--- src/core/mlfc_pkg.sv ---
// Purpose: Constants, types and decoders for the motor lock fault settings block
// Assumes: APB slave, 20 MHz pclk, register indices times four give byte addresses
// Notes: Summary of operation below
//
// Summary of operation
// - 32-bit RW settings register, index 92h, resets zero
// - Bit 30 enables abnormal speed detector
// - Bit 29 enables abnormal back-EMF detector
// - Bit 28 enables no-motor detector
// - Bits 27:25 speed threshold, 130 to 200 percent
// - Bits 24:22 back-EMF threshold, 40 to 70 percent
// - Bits 21:19 no-motor current threshold, 0.075-1.0 A
// - Bits 14:12 current-limit lock deglitch, 0-7 us
package mlfc_pkg;

    localparam logic [9:0] LFS_IDX = 10'h092;
    localparam logic [9:0] STS_IDX = 10'h093;
    localparam logic [9:0] MSK_IDX = 10'h094;
    localparam logic [9:0] FLT_IDX = 10'h095;

    localparam logic [31:0] LFS_RESET = 32'h00000000;

    localparam int SPEED_EN_BIT = 30;
    localparam int BEMF_EN_BIT = 29;
    localparam int NOMTR_EN_BIT = 28;
    localparam int SPEED_THR_LSB = 25;
    localparam int BEMF_THR_LSB = 22;
    localparam int NOMTR_THR_LSB = 19;
    localparam int ACTION_LSB = 15;
    localparam int DGL_LSB = 12;

    localparam int NUM_EV = 4;
    localparam int EV_SPEED = 0;
    localparam int EV_BEMF = 1;
    localparam int EV_NOMTR = 2;
    localparam int EV_HWLOCK = 3;

    localparam logic [3:0] ACTION_OFF_MIN = 4'h9;

    localparam int CLK_PERIOD_NS = 50;
    localparam int DGL_STEP_NS = 1000;
    localparam int DGL_STEP_CYC = DGL_STEP_NS / CLK_PERIOD_NS;

    typedef struct packed {
        logic valid;
        logic [7:0] speed_pct;
        logic [9:0] bemf_pm;
        logic [10:0] current_ma;
        logic ilimit;
    } mlfc_meas_t;

    typedef struct packed {
        logic [7:0] speed_pct;
        logic [9:0] bemf_pm;
        logic [10:0] current_ma;
        logic [2:0] dgl_us;
        logic [3:0] action;
    } mlfc_thr_t;

    typedef struct packed {
        logic [31:0] cfg;
        logic [NUM_EV-1:0] sts;
        logic [NUM_EV-1:0] msk;
        logic [NUM_EV-1:0] flt;
        logic [7:0] dgl_cnt;
        logic [31:0] rdata;
    } mlfc_state_t;

    function automatic logic [7:0] speed_thr(input logic [2:0] code);
        speed_thr = 8'h82 + 8'({code, 3'b000}) + 8'({code, 1'b0});
    endfunction : speed_thr

    function automatic logic [9:0] bemf_thr(input logic [2:0] code);
        unique case (code)
            3'h0: bemf_thr = 10'h190;
            3'h1: bemf_thr = 10'h1C2;
            3'h2: bemf_thr = 10'h1F4;
            3'h3: bemf_thr = 10'h226;
            3'h4: bemf_thr = 10'h258;
            3'h5: bemf_thr = 10'h28A;
            3'h6: bemf_thr = 10'h2A3;
            3'h7: bemf_thr = 10'h2BC;
        endcase
    endfunction : bemf_thr

    function automatic logic [10:0] nomtr_thr(input logic [2:0] code);
        unique case (code)
            3'h0: nomtr_thr = 11'h04B;
            3'h1: nomtr_thr = 11'h04B;
            3'h2: nomtr_thr = 11'h064;
            3'h3: nomtr_thr = 11'h07D;
            3'h4: nomtr_thr = 11'h0FA;
            3'h5: nomtr_thr = 11'h1F4;
            3'h6: nomtr_thr = 11'h2EE;
            3'h7: nomtr_thr = 11'h3E8;
        endcase
    endfunction : nomtr_thr

    function automatic logic [7:0] dgl_limit(input logic [2:0] code);
        dgl_limit = 8'(int'(code) * DGL_STEP_CYC);
    endfunction : dgl_limit

endpackage : mlfc_pkg

--- src/core/mlfc_core.sv ---
// Purpose: Lock fault settings register, lock detectors and fault interrupt
// Assumes: Measurements synchronous to pclk; APB master keeps the protocol
// Notes: Zero wait states; read data is captured in the setup cycle
//
// Chosen here: register access over APB.
module mlfc_core
    import mlfc_pkg::*;
(
    input wire logic pclk,
    input wire logic presetn,
    input wire logic psel,
    input wire logic penable,
    input wire logic pwrite,
    input wire logic [11:0] paddr,
    input wire logic [31:0] pwdata,
    output logic [31:0] prdata,
    output logic pready,
    output logic pslverr,
    input wire mlfc_meas_t meas,
    output mlfc_thr_t thr,
    output logic [NUM_EV-1:0] fault,
    output logic irq
);

    mlfc_state_t s_q;
    mlfc_state_t s_d;
    logic [9:0] idx;
    logic addr_ok;
    logic setup;
    logic acc_wr;
    logic [NUM_EV-1:0] en;
    logic [NUM_EV-1:0] ev;
    logic hw_on;
    logic [7:0] lim;

    assign idx = paddr[11:2];
    assign addr_ok = (paddr[1:0] == 2'h0)
        && (idx == LFS_IDX || idx == STS_IDX || idx == MSK_IDX || idx == FLT_IDX);
    assign setup = psel & ~penable;
    assign acc_wr = psel & penable & pwrite & addr_ok;
    assign pready = 1'b1;
    assign pslverr = psel & penable & ~addr_ok;
    assign prdata = s_q.rdata;
    assign fault = s_q.flt;
    assign irq = |(s_q.sts & s_q.msk);

    // Decoded thresholds for the detectors
    assign thr.speed_pct = speed_thr(s_q.cfg[SPEED_THR_LSB+:3]);
    assign thr.bemf_pm = bemf_thr(s_q.cfg[BEMF_THR_LSB+:3]);
    assign thr.current_ma = nomtr_thr(s_q.cfg[NOMTR_THR_LSB+:3]);
    assign thr.dgl_us = s_q.cfg[DGL_LSB+:3];
    assign thr.action = s_q.cfg[ACTION_LSB+:4];

    assign hw_on = (thr.action < ACTION_OFF_MIN);
    assign lim = dgl_limit(thr.dgl_us);
    assign en = {hw_on, s_q.cfg[NOMTR_EN_BIT], s_q.cfg[BEMF_EN_BIT],
        s_q.cfg[SPEED_EN_BIT]};

    always_comb
    begin
        s_d = s_q;
        // Detectors evaluated on each valid measurement
        if (meas.valid)
        begin
            s_d.flt[EV_SPEED] = meas.speed_pct > thr.speed_pct;
            s_d.flt[EV_BEMF] = meas.bemf_pm < thr.bemf_pm;
            s_d.flt[EV_NOMTR] = meas.current_ma < thr.current_ma;
        end
        // Current-limit deglitch counts consecutive high cycles
        if (meas.ilimit)
        begin
            if (s_q.dgl_cnt != 8'hFF)
            begin
                s_d.dgl_cnt = s_q.dgl_cnt + 8'h01;
            end
        end
        else
        begin
            s_d.dgl_cnt = 8'h00;
        end
        s_d.flt[EV_HWLOCK] = meas.ilimit && (s_q.dgl_cnt >= lim);
        s_d.flt = s_d.flt & en;
        ev = s_d.flt & ~s_q.flt;
        if (acc_wr)
        begin
            unique case (idx)
                LFS_IDX: s_d.cfg = pwdata;
                STS_IDX: s_d.sts = s_q.sts & ~pwdata[NUM_EV-1:0];
                MSK_IDX: s_d.msk = pwdata[NUM_EV-1:0];
                default: s_d.msk = s_q.msk;
            endcase
        end
        // New events win over a clear in the same cycle
        s_d.sts = s_d.sts | ev;
        if (setup)
        begin
            unique case (idx)
                LFS_IDX: s_d.rdata = s_q.cfg;
                STS_IDX: s_d.rdata = {28'h0000000, s_q.sts};
                MSK_IDX: s_d.rdata = {28'h0000000, s_q.msk};
                FLT_IDX: s_d.rdata = {28'h0000000, s_q.flt};
                default: s_d.rdata = 32'h00000000;
            endcase
        end
    end

    always_ff @(posedge pclk or negedge presetn)
    begin
        if (!presetn)
        begin
            s_q <= '{cfg: LFS_RESET, sts: 4'h0, msk: 4'h0, flt: 4'h0,
                dgl_cnt: 8'h00, rdata: 32'h00000000};
        end
        else
        begin
            s_q <= s_d;
        end
    end
endmodule : mlfc_core

--- config.mk ---
export PLATFORM = sky130hd
export DESIGN_NAME = mlfc_core
export DESIGN_NICKNAME = d
export VERILOG_FILES = /design/src/core/mlfc_pkg.sv /design/src/core/mlfc_core.sv
export SDC_FILE = /design/constraint.sdc
export NUM_CORES = 1
export LEC_CHECK = 0
export BUFFER_PORTS_ARGS = -buffer_cell sky130_fd_sc_hd__buf_2
export CAP_MARGIN = 25
export CORE_MARGIN = 3
export CORE_UTILIZATION = 35
export DETAILED_ROUTE_END_ITERATION = 6
export GPL_TIMING_DRIVEN = 0
export RECOVER_POWER = 25
export SLEW_MARGIN = 20
export SYNTH_ARGS = -nofsm -noshare
export SYNTH_HDL_FRONTEND = slang
export SYNTH_SLANG_ARGS = --single-unit
--- constraint.sdc ---
create_clock -name pclk -period 3.5 [get_ports pclk]
set_input_delay 0.35 -clock pclk [delete_from_list [all_inputs] [get_ports pclk]]
set_output_delay 0.35 -clock pclk [all_outputs]
set_load 0.005 [all_outputs]
### Yosys cells after proc, flatten, opt, wreduce, memory -nomap -nowiden

Memories as Yosys holds them, arrays and structs flattened.
Cells that the tools add are included.

| storage, ports and cells | value |
|---|---|
| RAM bits | 0 |
| memories kept | 2 |
| output and inout port bits | 75 |
| ROM bits | 152 |
| input port bits | 80 |
| register bits after elaboration | 84 |
| bits in latches | 0 |

| cells by class | value |
|---|---|
| $add $sub $neg | 3 |
| bitwise operators | 14 |
| multiplexer cells | 7 |
| div/mod/pow operators | 0 |
| multiply operators | 1 |
| shift operators | 0 |
| $lt $le $gt $ge | 5 |
| equality and inequality tests | 6 |
| reductions and logical operators | 9 |

Memories:

| memory | depth | width | rd ports | clocked after memory_dff | write ports | line | text |
|---|---|---|---|---|---|---|---|
| (name not given) | 8 | 10 | 1 | 0 | 0 | mlfc_pkg.sv:74 | `unique case (code)` |
| (name not given) | 8 | 9 | 1 | 0 | 0 | mlfc_pkg.sv:87 | `unique case (code)` |

Operator list:

| operator | count |
|---|---|
| $pmux W32 S4 | 1 |
| $eq A10 B8 Y1 const B | 4 |
| $mux W8 | 3 |
| $and A4 B4 Y4 | 4 |
| $lt A11 B11 Y1 | 1 |
| $lt A10 B10 Y1 | 1 |
| $add A8 B1 Y8 const B | 1 |
| $add A8 B4 Y8 | 1 |
| $add A8 B6 Y8 const A | 1 |
| $ge A8 B8 Y1 | 1 |
| $gt A8 B8 Y1 | 1 |
| $mux W4 | 2 |
| $ne A8 B8 Y1 const B | 1 |
| $not A4 Y4 | 2 |
| $mul A3 B3 Y6 const B | 1 |
| $and A1 B1 Y1 | 5 |
| $lt A4 B4 Y1 const B | 1 |
| $or A4 B4 Y4 | 1 |
| $reduce_and A2 Y1 | 2 |
| $reduce_or A4 Y1 | 1 |
| $logic_or A1 B1 Y1 | 3 |
| $mux W3 | 1 |
| $logic_and A1 B1 Y1 | 2 |
| $logic_not A2 Y1 | 1 |
| other kinds (2) | 3 |

### Longest topological paths before layout

| depth | value |
|---|---|
| depth in word-level cells | 8 |
| mapped depth | 10 |
| depth with buffers taken out | 10 |

### Worst setup path after synthesis

No wires, ideal clock.

| timing path | value |
|---|---|
| kind | register to register |
| start point | register s_q[77] (netlist name) |
| end point | register s_q[48] (netlist name) |
| period minus slack after synthesis | 2.176 ns |
| library setup time | 0.138 ns |
| stages on the path, launching flop included | 10 |
| path buffers | 0 |
| slack | 1.324 ns |
| required time | 3.362 ns |
| arrival | 2.038 ns |
| cells stage by stage | dfrtp_1 ha_1 nand2_1 nand2_1 mux2_2 ha_1 a21oi_1 nor2b_1 o41ai_1 o21ai_0 |

RTL lines:

| element | line | text |
|---|---|---|
| from (decl) | mlfc_core.sv:25 | `mlfc_state_t s_q;` |
| from (signal assigned) | mlfc_core.sv:111 | `s_q <= '{cfg: LFS_RESET, sts: 4'h0, msk: 4'h0, flt: 4'h0,` |

==> report_table.html <==
<table>
<tr><th>Metric</th><th>Value</th></tr>
<tr><th colspan="2">Logic synthesis</th></tr>
<tr><td>Library cell with the highest instance count after synthesis</td><td>sky130_fd_sc_hd__dfrtp_1</td></tr>
<tr><td>Post-synthesis share of cell area spent on full adders, half adders and majority gates</td><td>0.1091</td></tr>
<tr><td>Largest cells by area after synthesis</td><td>sky130_fd_sc_hd__dfrtp_1 (42%), sky130_fd_sc_hd__ha_1 (11%), sky130_fd_sc_hd__mux2_4 (8.9%)</td></tr>
<tr><td>Complex-gate fraction of the synthesized area</td><td>0.1448</td></tr>
<tr><td>Synth Cell Area</td><td>between 0.005 and 0.006 sq mm</td></tr>
<tr><td>Fraction of synthesized cell area in xor and xnor cells</td><td>0.006944</td></tr>
<tr><td>Post-synthesis mux area share</td><td>0.1190</td></tr>
<tr><td>Cell type contributing the most total cell area after synthesis</td><td>sky130_fd_sc_hd__dfrtp_1</td></tr>
<tr><td>Most instantiated flip-flop cell in the synthesis netlist</td><td>sky130_fd_sc_hd__dfrtp_1</td></tr>
<tr><td>Post-synth top area share</td><td>0.4167</td></tr>
<tr><td>Top post-synthesis cells by count</td><td>sky130_fd_sc_hd__dfrtp_1 (84), sky130_fd_sc_hd__buf_4 (50), sky130_fd_sc_hd__ha_1 (44)</td></tr>
<tr><td>Synth unique cells</td><td>53</td></tr>
<tr><td>Syn Area/Cell</td><td>roughly 11 sq um</td></tr>
<tr><td>Share of synthesized area occupied by flip-flops and latches</td><td>0.4167</td></tr>
<tr><td>Main combinational cell family by area after synthesis</td><td>compound AO/OA/AOI/OAI gates</td></tr>
<tr><td>Simple logic cell fraction of the synthesized area</td><td>0.08408</td></tr>
<tr><td>Syn Inst Count</td><td>around 450</td></tr>
<tr><td>Asr flop ratio synth</td><td>1.000</td></tr>
<tr><td>Post-synth EDFFs</td><td>0</td></tr>
<tr><td>#FFs+latches synth</td><td>84</td></tr>
<tr><td>Number of synthesis warnings</td><td>0</td></tr>
<tr><th colspan="2">Power and ir drop</th></tr>
<tr><td>Fraction of power spent switching nets</td><td>0.2319</td></tr>
<tr><td>Cell-internal power</td><td>~1.6 mW</td></tr>
<tr><td>Cell leakage power</td><td>3.483 nW</td></tr>
<tr><td>Relative contribution of combinational cells to total power</td><td>0.071</td></tr>
<tr><td>Share of power burned in registers</td><td>0.464</td></tr>
<tr><td>Part of the total power dissipated in the clock network</td><td>0.465</td></tr>
<tr><td>Peak VDD IR</td><td>approximately 240 uV</td></tr>
<tr><td>Psw</td><td>0.4895 mW</td></tr>
<tr><td>Cell Pwr Density</td><td>approximately 330 mW/mm^2</td></tr>
<tr><th colspan="2">STA</th></tr>
<tr><td>Worst Clk Skew</td><td>0.008659 ns</td></tr>
<tr><td>Final count of pins violating max slew</td><td>a little over 40</td></tr>
<tr><td>Setup repair after global routing missed its margin</td><td>false</td></tr>
<tr><td>Final Hold Violating Endpoints</td><td>0</td></tr>
<tr><td>Shortest clock period the worst path allows after layout</td><td>between 2 and 2.5 ns</td></tr>
<tr><td>Fmax</td><td>401.4 MHz</td></tr>
<tr><td>Setup violators final</td><td>0</td></tr>
<tr><td>Transition time at the pin with the least slew margin</td><td>~2.3 ns</td></tr>
<tr><td>Final critical-path share of the clock period</td><td>0.7118</td></tr>
<tr><td>Headroom to the max-slew limit</td><td>-0.5310</td></tr>
<tr><td>Setup TNS</td><td>0 ns</td></tr>
<tr><td>Setup slack after layout</td><td>approximately 1.0 ns</td></tr>
<tr><th colspan="2">Critical path</th></tr>
<tr><td>Worst-path maximum fanout</td><td>6</td></tr>
<tr><td>Terminus of the critical flop-to-flop path</td><td>s_q[48]</td></tr>
<tr><td>Worst R2R Setup Slack</td><td>a little over 1 ns</td></tr>
<tr><td>CP Capture Type</td><td>register</td></tr>
<tr><td>Kind of critical path</td><td>reg -&gt; reg</td></tr>
<tr><td>Critical Path Start Type</td><td>register</td></tr>
<tr><td>Startpoint of the lowest-slack register-to-register path</td><td>s_q[77]</td></tr>
<tr><td>Path depth of the worst reg2reg path</td><td>9</td></tr>
<tr><td>WP data required</td><td>between 3 and 4 ns</td></tr>
<tr><td>Data arrival time of the critical path</td><td>roughly 2.7 ns</td></tr>
<tr><th colspan="2">Hold path</th></tr>
<tr><td>Class of the worst hold path</td><td>in -&gt; reg</td></tr>
<tr><td>Endpoint with the worst hold slack</td><td>thr[1]</td></tr>
<tr><td>Hold depth</td><td>2</td></tr>
<tr><td>Hold wc startpoint</td><td>pwdata[16]</td></tr>
<tr><th colspan="2">Placement</th></tr>
<tr><td>Routability congestion estimate</td><td>between 0.8 and 0.9</td></tr>
<tr><td>Final HPWL DP</td><td>between 9 and 10 mm</td></tr>
<tr><td>Number of port buffers</td><td>about 150</td></tr>
<tr><td>Pre-CTS setup slack</td><td>between 0.9 and 1 ns</td></tr>
<tr><th colspan="2">Clock network</th></tr>
<tr><td>Postcts setup bufs</td><td>0</td></tr>
<tr><td>Cells resized by post-CTS repair</td><td>0</td></tr>
<tr><td>Clock transition at the registers of the reported paths</td><td>0.06 ns</td></tr>
<tr><td>TritonCTS buffer count</td><td>9</td></tr>
<tr><td>Number of H-tree levels</td><td>3</td></tr>
<tr><td>TritonCTS clock tree</td><td>yes</td></tr>
<tr><td>Number of buffers added to fix hold violations after cts</td><td>0</td></tr>
<tr><td>Number of buffers between clock root and the deepest sink</td><td>2</td></tr>
<tr><td>Clock network latency to the later pin of the worst-skew pair</td><td>between 0.3 and 0.4 ns</td></tr>
<tr><td>Num Clock Sinks</td><td>84</td></tr>
<tr><td>Clock tree root buffer cell</td><td>sky130_fd_sc_hd__clkbuf_16</td></tr>
<tr><th colspan="2">Global routing</th></tr>
<tr><td>Total overflow reported by the global router</td><td>0</td></tr>
<tr><td>Vias in the first global route</td><td>4057</td></tr>
<tr><td>Pin count of the biggest net entering global routing</td><td>45</td></tr>
<tr><td>Global-route wire length before repair</td><td>roughly 20 mm</td></tr>
<tr><td>Global Route Usage Sum</td><td>0.1548</td></tr>
<tr><td>Antenna violations before repair</td><td>0</td></tr>
<tr><th colspan="2">Layout</th></tr>
<tr><td>Number of fill cells in the layout</td><td>between 1000 and 1500</td></tr>
<tr><td>Share of layout cells above drive strength 1</td><td>0.4325</td></tr>
<tr><td>Layout area overhead</td><td>25.94%</td></tr>
<tr><td>Count of nets after finishing</td><td>between 700 and 800</td></tr>
<tr><td>Antenna cells</td><td>0</td></tr>
<tr><th colspan="2">Detailed routing</th></tr>
<tr><td>Number of nets with antenna violations after routing</td><td>0</td></tr>
<tr><td>Wire length reported by the detailed router</td><td>around 12 mm</td></tr>
<tr><td>Detail-routed net length per standard cell</td><td>roughly 15 um</td></tr>
<tr><td>DR pass1 iterations</td><td>4</td></tr>
<tr><td>Number of DRC violations after detailed routing</td><td>0</td></tr>
<tr><td>Vias per cell</td><td>4.921</td></tr>
<tr><td>Routed via count</td><td>about 4000</td></tr>
<tr><td>Initial detailed-routing violation count</td><td>roughly 160</td></tr>
<tr><th colspan="2">Status</th></tr>
<tr><td>Failing checks</td><td>capacitance limit, slew limit</td></tr>
<tr><td>Status</td><td>finished with violations</td></tr>
<tr><th colspan="2">Floorplanning</th></tr>
<tr><td>Ports</td><td>between 150 and 200</td></tr>
<tr><td>Die span in x</td><td>between 100 and 150 um</td></tr>
<tr><td>Core Rows</td><td>43</td></tr>
<tr><td>Overall die height</td><td>126.1 um</td></tr>
<tr><td>Core area</td><td>between 0.01 and 0.015 sq mm</td></tr>
<tr><td>Floorplan die area</td><td>~0.016 sq mm</td></tr>
<tr><td>Initial cell density of the core</td><td>0.3606</td></tr>
<tr><th colspan="2">Run</th></tr>
<tr><td>Count of max-cap constraint violations</td><td>1</td></tr>
</table>
logic make-up after synthesis:
group	Yosys count
xor gates and xnor gates	4
other	2
adders and majority gates	44
and+or+nand+nor	71
DFF	84
buffers and inverters	101
muxes	44
AOI/OAI and AO/OA	96
critical path: stages (launching register included):
cell	delay, ns
sky130_fd_sc_hd__dfrtp_1	0.44
sky130_fd_sc_hd__ha_1	0.37
sky130_fd_sc_hd__a21o_1	0.17
sky130_fd_sc_hd__nand2_1	0.07
sky130_fd_sc_hd__xor2_1	0.20
sky130_fd_sc_hd__ha_1	0.27
sky130_fd_sc_hd__and3_1	0.19
sky130_fd_sc_hd__o21a_1	0.10
sky130_fd_sc_hd__o41ai_1	0.39
sky130_fd_sc_hd__o21ai_0	0.14
registers in the layout, indices dropped and copies added (netlist names):
| signal | count |
|---|---|
| s_q | 38 |
| prdata | 32 |
| thr | 7 |
| fault | 4 |
| en | 3 |
worst max path at each step:
stage	cells past startpoint	end	start	slack (ns)
floorplan	9	s_q[48]	s_q[77]	1.32
global placement	6	prdata[27]	paddr[8]	0.99
detailed placement	9	s_q[48]	s_q[77]	0.97
CTS	9	s_q[48]	s_q[77]	0.96
global route	9	s_q[50]	s_q[73]	0.82
finish	9	s_q[48]	s_q[77]	1.01
routing by layer:
| metal | track usage | wire length, um | vias up |
|---|---|---|---|
| met4 | 0.06183 | 252 | 0 |
| met3 | 0.02926 | 633 | 20 |
| met5 | 0 | 0 | - |
| li1 | - | - | 1887 |
| met2 | 0.2495 | 5643 | 122 |
| met1 | 0.2060 | 5475 | 1883 |
per-stage QoR:
step / hold slack [ns] / utilization / cells / power [mW] / instance area (sq um)
4_1_cts: 0.005570 / 0.4545 / 795 / 2.144 / 6357
3_3_place_gp: 0.4757 / 0.4309 / 778 / 1.141 / 6027
5_1_grt: 0.2254 / 0.4542 / 795 / 2.206 / 6354
6_report: 0.2331 / 0.4542 / 795 / 2.110 / 6354
2_1_floorplan: 0.05441 / - / 449 / 1.056 / 5056
3_5_place_dp: 0.3828 / 0.4325 / 779 / 1.149 / 6050
power by group through the flow:
stage | combinational, mW | clock [mW] | sequential (mW)
after floorplan | 0.0599 | 0 | 0.996
after global placement | 0.145 | 0 | 0.997
after detailed placement | 0.152 | 0 | 0.997
after CTS | 0.153 | 1.01 | 0.978
after global routing | 0.172 | 1.06 | 0.978
final | 0.150 | 0.982 | 0.979
layout make-up:
class,instances,area [sq um],share of cell area
clock buffer,10,239.0,0.03761
multi-input combinational,264,2360,0.3714
inverter,38,142.6,0.02245
clock inverter,6,68.82,0.01083
tap,180,225.2,0.03545
timing repair buffer,150,764.5,0.1203
sequential,84,2102,0.3308
buffer,63,451.7,0.07109
layout by cell type, fill, tap and decap left out, types with 7 or more instances in the layout:
cell | Yosys | layout
sky130_fd_sc_hd__a22o_1 | 32 | 32
sky130_fd_sc_hd__a21oi_1 | 11 | 11
sky130_fd_sc_hd__buf_2 | 4 | 152
sky130_fd_sc_hd__nor2_1 | 8 | 8
sky130_fd_sc_hd__clkbuf_16 | 0 | 9
sky130_fd_sc_hd__inv_1 | 38 | 38
sky130_fd_sc_hd__clkbuf_1 | 6 | 7
sky130_fd_sc_hd__nand2_1 | 18 | 18
sky130_fd_sc_hd__mux2_4 | 30 | 30
sky130_fd_sc_hd__buf_4 | 50 | 50
sky130_fd_sc_hd__ha_1 | 44 | 44
sky130_fd_sc_hd__mux2_2 | 8 | 8
sky130_fd_sc_hd__and3_1 | 7 | 7
sky130_fd_sc_hd__dfrtp_1 | 84 | 84
Power figures use the tool's default switching activity.
